$ cat config.mk
export PLATFORM = sky130hd
export DESIGN_NAME = ddcz_top
export DESIGN_NICKNAME = d
export VERILOG_FILES = /design/src/logic/ddcz_pkg.sv /design/src/logic/ddcz_fifo.sv /design/src/logic/ddcz_nco.sv /design/src/logic/ddcz_top.sv
export SDC_FILE = /design/constraint.sdc
export NUM_CORES = 2
export LEC_CHECK = 0
export ABC_CLOCK_PERIOD_IN_PS = 28600
export BUFFER_PORTS_ARGS = -buffer_cell sky130_fd_sc_hd__buf_2
export CAP_MARGIN = 20
export CELL_PAD_IN_SITES_DETAIL_PLACEMENT = 0
export CELL_PAD_IN_SITES_GLOBAL_PLACEMENT = 1
export CORE_ASPECT_RATIO = 1.2
export CORE_MARGIN = 2
export CORE_UTILIZATION = 56
export DETAILED_ROUTE_END_ITERATION = 12
export PLACE_DENSITY = 0.9
export SYNTH_ARGS = -nofsm -noshare
export SYNTH_HDL_FRONTEND = slang
export SYNTH_HIERARCHICAL = 1
export SYNTH_SLANG_ARGS = --single-unit
$ cat constraint.sdc
create_clock -name clk -period 28.6 [get_ports clk]
set_input_delay 4.29 -clock clk [delete_from_list [all_inputs] [get_ports clk]]
set_output_delay 4.29 -clock clk [all_outputs]
set_load 0.1 [all_outputs]
$ cat src/logic/ddcz_pkg.sv
// constants of the first downconverter channel: register map, fields,
// widths and mode encodings.
// assumes byte-wide registers reached by word on APB (address = 4*index).
package ddcz_pkg;
  // register indices; byte address on APB is four times the index
  localparam logic [9:0] IDX_CTRL = 10'h310;
  localparam logic [9:0] IDX_ISEL = 10'h311;
  localparam logic [9:0] IDX_TWL = 10'h314;
  localparam logic [9:0] IDX_TWH = 10'h315;
  localparam logic [9:0] IDX_PWL = 10'h320;
  localparam logic [9:0] IDX_PWH = 10'h321;
  localparam logic [9:0] IDX_OTST = 10'h327;
  localparam logic [7:0] REG_RST = 8'h00;
  // control fields
  localparam int CTRL_MIX_B = 7;
  localparam int CTRL_GAIN_B = 6;
  localparam int CTRL_IFM_LSB = 4;
  localparam int CTRL_C2R_B = 3;
  localparam int CTRL_DEC_LSB = 0;
  // select bits of input select and output test registers; mask of tuning and phase high registers
  localparam int SEL_I_B = 0;
  localparam int SEL_Q_B = 2;
  localparam logic [7:0] SEL_MASK = 8'h05;
  localparam logic [7:0] HI_MASK = 8'h0f;
  // datapath
  localparam int DW = 14;
  localparam int NW = 12;
  localparam int FRAC = 11;
  localparam int FIFO_DEPTH = 16;
  localparam logic [13:0] FS_POS = 14'h1fff;
  typedef enum logic [1:0] {
    IF_VAR = 2'b00,
    IF_ZERO = 2'b01,
    IF_FS4 = 2'b10,
    IF_TEST = 2'b11
  } ddcz_ifm_t;
  // decimation codes
  localparam logic [1:0] DEC_C11 = 2'b11;
  localparam logic [1:0] DEC_C00 = 2'b00;
  localparam logic [1:0] DEC_C01 = 2'b01;
  localparam logic [1:0] DEC_C10 = 2'b10;
endpackage : ddcz_pkg

$ cat src/logic/ddcz_fifo.sv
// synchronous FIFO with valid/ready on both sides, show-ahead read.
// assumes one clock; width and depth are parameters.
`timescale 1ns/100ps
`default_nettype none
module ddcz_fifo #(
  parameter int W = 28,
  parameter int D = 16
) (
  input wire logic clk,
  input wire logic rst_b,
  input wire logic in_valid,
  output logic in_ready,
  input wire logic [W-1:0] in_data,
  output logic out_valid,
  input wire logic out_ready,
  output logic [W-1:0] out_data
);
  localparam int AW = $clog2(D);
  typedef struct packed {
    logic [D-1:0][W-1:0] mem;
    logic [AW-1:0] wp;
    logic [AW-1:0] rp;
    logic [AW:0] cnt;
  } ddcz_fifo_st_t;
  ddcz_fifo_st_t st_ff, nxt_st;
  logic push, pop;

  assign in_ready = st_ff.cnt != (AW+1)'(D);
  assign out_valid = st_ff.cnt != '0;
  assign out_data = st_ff.mem[st_ff.rp];
  assign push = in_valid && in_ready;
  assign pop = out_valid && out_ready;

  always_comb begin
    nxt_st = st_ff;
    if (push) begin
      nxt_st.mem[st_ff.wp] = in_data;
      nxt_st.wp = st_ff.wp + 1'b1;
    end
    if (pop) begin
      nxt_st.rp = st_ff.rp + 1'b1;
    end
    nxt_st.cnt = st_ff.cnt + (AW+1)'(push) - (AW+1)'(pop);
  end

  always_ff @(posedge clk or negedge rst_b) begin
    if (!rst_b) begin
      st_ff <= '0;
    end else begin
      st_ff <= nxt_st;
    end
  end
endmodule : ddcz_fifo
`default_nettype wire

$ cat src/logic/ddcz_nco.sv
// 12-bit oscillator: phase accumulator, phase offset, 16-point cos/sin.
// assumes advance pulses once per accepted input sample.
`timescale 1ns/100ps
`default_nettype none
module ddcz_nco
  import ddcz_pkg::*;
(
  input wire logic clk,
  input wire logic rst_b,
  input wire logic advance,
  input wire logic hold,
  input wire logic quarter,
  input wire logic [NW-1:0] frequency_tuning_word,
  input wire logic [NW-1:0] phase_offset_word,
  output logic signed [NW-1:0] cos_o,
  output logic signed [NW-1:0] sin_o
);
  typedef struct packed {
    logic [NW-1:0] acc;
    logic [1:0] qcnt;
  } ddcz_nco_st_t;
  ddcz_nco_st_t st_ff, nxt_st;
  logic [NW-1:0] phase;
  logic [3:0] idx;

  // coarse table keeps area small; spur level set by 4-bit phase
  function automatic logic [NW-1:0] cos_lut(input logic [3:0] k);
    case (k)
      4'h0: cos_lut = 12'h7ff;
      4'h1, 4'hf: cos_lut = 12'h763;
      4'h2, 4'he: cos_lut = 12'h5a7;
      4'h3, 4'hd: cos_lut = 12'h30f;
      4'h5, 4'hb: cos_lut = 12'hcf1;
      4'h6, 4'ha: cos_lut = 12'ha59;
      4'h7, 4'h9: cos_lut = 12'h89d;
      4'h8: cos_lut = 12'h801;
      default: cos_lut = 12'h000;
    endcase
  endfunction : cos_lut

  assign phase = st_ff.acc + phase_offset_word;
  assign idx = quarter ? {st_ff.qcnt, 2'b00} : phase[NW-1:NW-4];
  assign cos_o = cos_lut(idx);
  assign sin_o = cos_lut(idx - 4'h4);

  always_comb begin
    nxt_st = st_ff;
    if (advance) begin
      if (quarter) begin
        nxt_st.qcnt = st_ff.qcnt + 2'b01;
      end else if (!hold) begin
        nxt_st.acc = st_ff.acc + frequency_tuning_word;
      end
    end
  end

  always_ff @(posedge clk or negedge rst_b) begin
    if (!rst_b) begin
      st_ff <= '0;
    end else begin
      st_ff <= nxt_st;
    end
  end
endmodule : ddcz_nco
`default_nettype wire

$ cat src/logic/ddcz_top.sv
// first downconverter channel: APB registers, input routing, mixer,
// gain, complex-to-real, decimation, output test and output FIFO.
// assumes converter samples and APB share clk; sink drives out_ready.
//
// The APB register port was left to the implementer.
`timescale 1ns/100ps
`default_nettype none
// Operation
// - IF mode 00 runs variable IF with mixers and oscillator active.
// - IF mode 01 bypasses mixer, stops oscillator; 10 mixes by fs/4.
// - IF mode 11 forces mixer inputs to +full scale, oscillator runs.
// - complex-to-real off: codes 11,00,01,10 decimate by 2,4,8,16.
// - complex-to-real on: codes 11,00,01,10 decimate by 1,2,4,8.
// - input select bit 0 routes I, bit 2 routes Q; 0=A, 1=B.
// - tuning word is 12-bit twos complement over low and high register.
// - phase word is 12-bit twos complement over low and high register.
module ddcz_top
  import ddcz_pkg::*;
(
  input wire logic clk,
  input wire logic rst_b,
  input wire logic psel,
  input wire logic penable,
  input wire logic pwrite,
  input wire logic [11:0] paddr,
  input wire logic [31:0] pwdata,
  output logic [31:0] prdata,
  output logic pready,
  output logic pslverr,
  input wire logic [DW-1:0] ch_a_data,
  input wire logic [DW-1:0] ch_b_data,
  input wire logic in_valid,
  output logic in_ready,
  output logic [DW-1:0] out_i,
  output logic [DW-1:0] out_q,
  output logic out_valid,
  input wire logic out_ready
);
  typedef struct packed {
    logic [7:0] ctrl;
    logic [7:0] isel;
    logic [7:0] twl;
    logic [7:0] twh;
    logic [7:0] pwl;
    logic [7:0] pwh;
    logic [7:0] otst;
    logic [3:0] dcnt;
    logic sv;
    logic [DW-1:0] si;
    logic [DW-1:0] sq;
  } ddcz_st_t;
  ddcz_st_t st_ff, nxt_st;

  logic [9:0] idx;
  logic hit;
  logic wr_en;
  logic [7:0] rd_byte;
  logic [NW-1:0] frequency_tuning_word;
  logic [NW-1:0] phase_offset_word;
  ddcz_ifm_t ifm;
  logic cplx_mix;
  logic gain6;
  logic c2r;
  logic [1:0] dec_code;
  logic [2:0] dec_log2;
  logic [3:0] ratio_m1;
  logic signed [DW-1:0] in_i;
  logic signed [DW-1:0] in_q;
  logic signed [DW-1:0] mix_in_i;
  logic signed [DW-1:0] mix_in_q;
  logic signed [NW-1:0] nco_cos;
  logic signed [NW-1:0] nco_sin;
  logic signed [27:0] acc_i;
  logic signed [27:0] acc_q;
  logic signed [DW-1:0] mix_i;
  logic signed [DW-1:0] mix_q;
  logic signed [DW-1:0] g_i;
  logic signed [DW-1:0] g_q;
  logic [DW-1:0] res_i;
  logic [DW-1:0] res_q;
  logic accept;
  logic emit;
  logic f_in_ready;
  logic [2*DW-1:0] f_out;

  // clip to 14 bits so overdrive does not wrap sign
  function automatic logic [DW-1:0] sat(input logic signed [27:0] v);
    if (v > 28'sd8191) begin
      sat = 14'h1fff;
    end else if (v < -28'sd8192) begin
      sat = 14'h2000;
    end else begin
      sat = v[DW-1:0];
    end
  endfunction : sat

  // register bus decode
  assign idx = paddr[11:2];
  assign hit = (paddr[1:0] == 2'b00) &&
    (idx == IDX_CTRL || idx == IDX_ISEL || idx == IDX_TWL ||
     idx == IDX_TWH || idx == IDX_PWL || idx == IDX_PWH ||
     idx == IDX_OTST);
  assign wr_en = psel && penable && pwrite && hit;
  // zero wait states; unmapped words answer with an error
  assign pready = 1'b1;
  assign pslverr = psel && penable && !hit;

  always_comb begin
    case (idx)
      IDX_CTRL: rd_byte = st_ff.ctrl;
      IDX_ISEL: rd_byte = st_ff.isel;
      IDX_TWL: rd_byte = st_ff.twl;
      IDX_TWH: rd_byte = st_ff.twh;
      IDX_PWL: rd_byte = st_ff.pwl;
      IDX_PWH: rd_byte = st_ff.pwh;
      IDX_OTST: rd_byte = st_ff.otst;
      default: rd_byte = 8'h00;
    endcase
  end
  assign prdata = (psel && hit) ? {24'h000000, rd_byte} : 32'h00000000;

  // control fields
  assign ifm = ddcz_ifm_t'(st_ff.ctrl[CTRL_IFM_LSB +: 2]);
  assign cplx_mix = st_ff.ctrl[CTRL_MIX_B];
  assign gain6 = st_ff.ctrl[CTRL_GAIN_B];
  assign c2r = st_ff.ctrl[CTRL_C2R_B];
  assign dec_code = st_ff.ctrl[CTRL_DEC_LSB +: 2];
  assign frequency_tuning_word = {st_ff.twh[3:0], st_ff.twl};
  assign phase_offset_word = {st_ff.pwh[3:0], st_ff.pwl};

  // log2 of the decimation ratio; complex-to-real halves it
  always_comb begin
    case (dec_code)
      DEC_C11: dec_log2 = 3'd1;
      DEC_C00: dec_log2 = 3'd2;
      DEC_C01: dec_log2 = 3'd3;
      DEC_C10: dec_log2 = 3'd4;
      default: dec_log2 = 3'd1;
    endcase
    if (c2r) begin
      dec_log2 = dec_log2 - 3'd1;
    end
  end
  assign ratio_m1 = 4'((5'd1 << dec_log2) - 5'd1);

  // input routing
  assign in_i = st_ff.isel[SEL_I_B] ? ch_b_data : ch_a_data;
  assign in_q = st_ff.isel[SEL_Q_B] ? ch_b_data : ch_a_data;
  assign mix_in_i = (ifm == IF_TEST) ? FS_POS : in_i;
  assign mix_in_q = (ifm == IF_TEST) ? FS_POS : in_q;

  ddcz_nco u_nco (
    .clk(clk),
    .rst_b(rst_b),
    .advance(accept),
    .hold(ifm == IF_ZERO),
    .quarter(ifm == IF_FS4),
    .frequency_tuning_word(frequency_tuning_word),
    .phase_offset_word(phase_offset_word),
    .cos_o(nco_cos),
    .sin_o(nco_sin)
  );

  // real mixer uses I only; complex mixer rotates the I/Q pair
  always_comb begin
    if (cplx_mix) begin
      acc_i = 28'(mix_in_i * nco_cos) + 28'(mix_in_q * nco_sin);
      acc_q = 28'(mix_in_q * nco_cos) - 28'(mix_in_i * nco_sin);
    end else begin
      acc_i = 28'(mix_in_i * nco_cos);
      acc_q = -28'(mix_in_i * nco_sin);
    end
  end

  always_comb begin
    if (ifm == IF_ZERO) begin
      mix_i = in_i;
      mix_q = cplx_mix ? in_q : 14'h0000;
    end else begin
      mix_i = sat(acc_i >>> FRAC);
      mix_q = sat(acc_q >>> FRAC);
    end
  end

  // 6 dB gain is a left shift with clipping
  assign g_i = gain6 ? sat(28'(mix_i) <<< 1) : mix_i;
  assign g_q = gain6 ? sat(28'(mix_q) <<< 1) : mix_q;

  // complex-to-real keeps the real part; Q path is zeroed
  always_comb begin
    res_i = g_i;
    res_q = c2r ? 14'h0000 : g_q;
    if (st_ff.otst[SEL_I_B]) begin
      res_i = ch_a_data;
    end
    if (st_ff.otst[SEL_Q_B]) begin
      res_q = ch_b_data;
    end
  end

  // one output stage; stalls the source when the stage holds a sample and the FIFO is full
  assign in_ready = !st_ff.sv || f_in_ready;
  assign accept = in_valid && in_ready;
  assign emit = accept && (st_ff.dcnt >= ratio_m1);

  always_comb begin
    nxt_st = st_ff;
    if (wr_en) begin
      case (idx)
        IDX_CTRL: nxt_st.ctrl = pwdata[7:0];
        IDX_ISEL: nxt_st.isel = pwdata[7:0] & SEL_MASK;
        IDX_TWL: nxt_st.twl = pwdata[7:0];
        IDX_TWH: nxt_st.twh = pwdata[7:0] & HI_MASK;
        IDX_PWL: nxt_st.pwl = pwdata[7:0];
        IDX_PWH: nxt_st.pwh = pwdata[7:0] & HI_MASK;
        IDX_OTST: nxt_st.otst = pwdata[7:0] & SEL_MASK;
        default: nxt_st.ctrl = st_ff.ctrl;
      endcase
    end
    if (accept) begin
      nxt_st.dcnt = emit ? 4'h0 : st_ff.dcnt + 4'h1;
    end
    if (emit) begin
      nxt_st.sv = 1'b1;
      nxt_st.si = res_i;
      nxt_st.sq = res_q;
    end else if (f_in_ready) begin
      nxt_st.sv = 1'b0;
    end
  end

  always_ff @(posedge clk or negedge rst_b) begin
    if (!rst_b) begin
      st_ff <= '0;
      st_ff.ctrl <= REG_RST;
      st_ff.isel <= REG_RST;
      st_ff.twh <= REG_RST;
      st_ff.pwh <= REG_RST;
      st_ff.otst <= REG_RST;
    end else begin
      st_ff <= nxt_st;
    end
  end

  ddcz_fifo #(
    .W(2*DW),
    .D(FIFO_DEPTH)
  ) u_fifo (
    .clk(clk),
    .rst_b(rst_b),
    .in_valid(st_ff.sv),
    .in_ready(f_in_ready),
    .in_data({st_ff.si, st_ff.sq}),
    .out_valid(out_valid),
    .out_ready(out_ready),
    .out_data(f_out)
  );
  assign out_i = f_out[2*DW-1:DW];
  assign out_q = f_out[DW-1:0];
endmodule : ddcz_top
`default_nettype wire

==> reports/results.ini <==
[detailed_routing]
vias=39200
wl_per_cell_um=22.4
via_per_inst=5.95
antenna_left=0
drtIter0Drc=2870
drt-total-wl_um=147000
drt_pass1_iterations=5
drcViolationCount=0

[layout]
area_growth_pct=5.58
stdcell_count=6583
layout_commonest_cell=inv_1
layout-drive-gt1-share_pct=17.4
nFillCells=8118
fin_area_um2=58800
layout.cells.most_common_list=inv_1 (791), fa_1 (689), nand2_1 (578)
fin_nets=6312

[synth]
synth_edf_count=0
ys_ff_latch=544
synth_flop_cell=dfrtp_1
synth_top_area_share_pct=24.8
synthArstFlopShare_pct=100
yosys_warnings=6
ys_top_cells_by_area=fa_1 (25%), dfrtp_1 (24%), mux2_2 (9.3%)
yosysTopAreaCell=fa_1
avgSynthCellArea_um2=10.5
netlist_instances=5317
netlist_area_um2=55700
ys_seq_area_share_pct=24.4
synthDistinctLibCells=112

[setup_path]
end_kind=flip-flop
required_ps=29030
crit_type=input pin to flip-flop
crit_arrival_ps=17110
start_kind=input pin
critPathSlowestCell=nand2_1
path_max_fanout=23
max_stage_delay_ps=640
crit_path_frequent_cell=fa_1

[timing]
relSlewSlack_pct=22.4
whs_ps=498
rsz0062_at_grt=false
finalClockSkew_ps=21.3
setup_viol=0
tns_ps=0
report.final.hold_viol_count=0
period_minus_slack_ps=16680
worst_slew_pin_slew_ps=1160
timing.fmax_mhz=60.0
final-max-slew-violation-count=0
finalCritPeriodShare_pct=58.3

[run_status]
status=completed

[grt]
grt_pass1_vias=41200
grt_max_degree=135
grt_pass1_wl_um=232000
overflow=0
antenna_found_initial=22
grtUsageTotal_pct=29.3

[clock_tree]
clk_pin_slew_worst_paths_ps=70
cts_tree=built
ctsHoldBuffers=0
post_cts_buffers=0
cts.htree.levels=2
clk_latency_ps=590
clockRootBuffer=clkbuf_16
cts.sinks=544
clockBufferDepth=3
cts_buffers=46
cts-resized-gates=0

[placement]
place_inst=6476
placed_cell_area_um2=57100
gp_congestion=0.957
portBuffers=93
hpwl_um=106000

[floorplan]
ios=143
initial_utilization_pct=56.5
die_y_um=349
placementRows=126
die_w_um=292
core-area_um2=98500
die_area_um2=102000

[min_path]
hp-class=flip-flop to flip-flop

[flow_run]
cap_viol_max_count=0

## per-stage QoR
| step | setup slack [ps] | util, % |
|---|---|---|
| 2_1_floorplan | 13610 | - |
| 3_3_place_gp | 11030 | 57.9 |
| 3_5_place_dp | 11370 | 57.9 |
| 4_1_cts | 12010 | 59.6 |
| 5_1_grt | 11220 | 59.7 |
| 6_report | 11920 | 59.7 |
## cells by family (layout without fill, tap and decap cells)
family / after synthesis / after routing / share of synthesized area, %
other: 2 / 42 / 0.0135
xor gates and xnor gates: 129 / 129 / 2.09
and+or+nand+nor: 1228 / 1228 / 10.8
AOI/OAI and AO/OA: 613 / 613 / 7.86
muxes: 696 / 696 / 15.2
buffers and inverters: 1120 / 1066 / 8.16
DFF: 544 / 544 / 24.4
adders and majority gates: 985 / 985 / 31.4
## cell type report
type / count / area [um2] / share of cell area (%)
clock inverter: 23 / 280 / 0.477
multi-input combinational: 3676 / 37700 / 64.2
tap: 1280 / 1600 / 2.72
timing repair buffer: 186 / 1210 / 2.06
sequential: 544 / 13600 / 23.2
inverter: 794 / 2980 / 5.07
antenna: 17 / 42.5 / 0.0723
clock buffer: 63 / 1340 / 2.27
## metal layers
layer | track usage (%) | up-vias | part of all wire [%]
met4 | 13.4 | 12 | 4.7
met5 | 0 | - | 0.049
met2 | 51.1 | 1280 | 50
li1 | - | 17200 | -
met1 | 36.4 | 20300 | 39
met3 | 3.75 | 330 | 5.8
## sequential cells by signal, indices dropped and copies added, names as in the netlist
| name | count |
|---|---|
| u_fifo/st_ff | 461 |
| st_ff | 38 |
| u_nco/st_ff | 14 |
| frequency_tuning_word | 12 |
| phase_offset_word | 12 |
| dec_code | 2 |
| ifm | 2 |
| c2r | 1 |
| cplx_mix | 1 |
| gain6 | 1 |
## worst max-delay path: cells and delay by family
kind | cells | cell delay, ps
buf+inv | 8 | 980
mux | 1 | 130
compound gates | 13 | 4010
simple gates | 5 | 1780
fa+ha+maj | 13 | 5880
## Yosys cell counts (all sizes together), types with 7 or more instances
cell	instances
xor2	33
dfrtp	544
mux4	56
fa	689
buf	130
o31ai	10
and3	25
mux2i	132
o21bai	14
o21ai	137
inv	793
nor2	135
a21oi	118
nand3	54
nor2b	18
a31o	9
nand3b	14
a222oi	7
a21o	42
nand2b	38
mux2	508
clkbuf	196
and2	269
o211ai	18
nor4	8
and4	7
a211oi	27
nand4	22
o21a	24
or3	20
or2	8
nor3	17
o221ai	18
nand2	579
a221oi	67
ha	296
a22oi	41
xnor2	96
a31oi	22
## path summary, 6_finish.rpt
path / slack, ps / startpoint / cells after the start / to
max: 11920 / ch_b_data[2] / 40 / st_ff[11]
min: 500 / u_fifo/st_ff[391] / 1 / u_fifo/st_ff[391]
max reg2reg: 13020 / u_nco/st_ff[7] / 49 / st_ff[11]
min reg2reg: 500 / u_fifo/st_ff[391] / 1 / u_fifo/st_ff[391]
max in group asynchronous: 21520 / rst_b / 4 / frequency_tuning_word[3]
min in group asynchronous: 3810 / rst_b / 1 / u_fifo/st_ff[38]
Power is left out: the tool's default activity adds up to more than one toggle a clock period on the data nets, which glitch-free logic cannot reach.
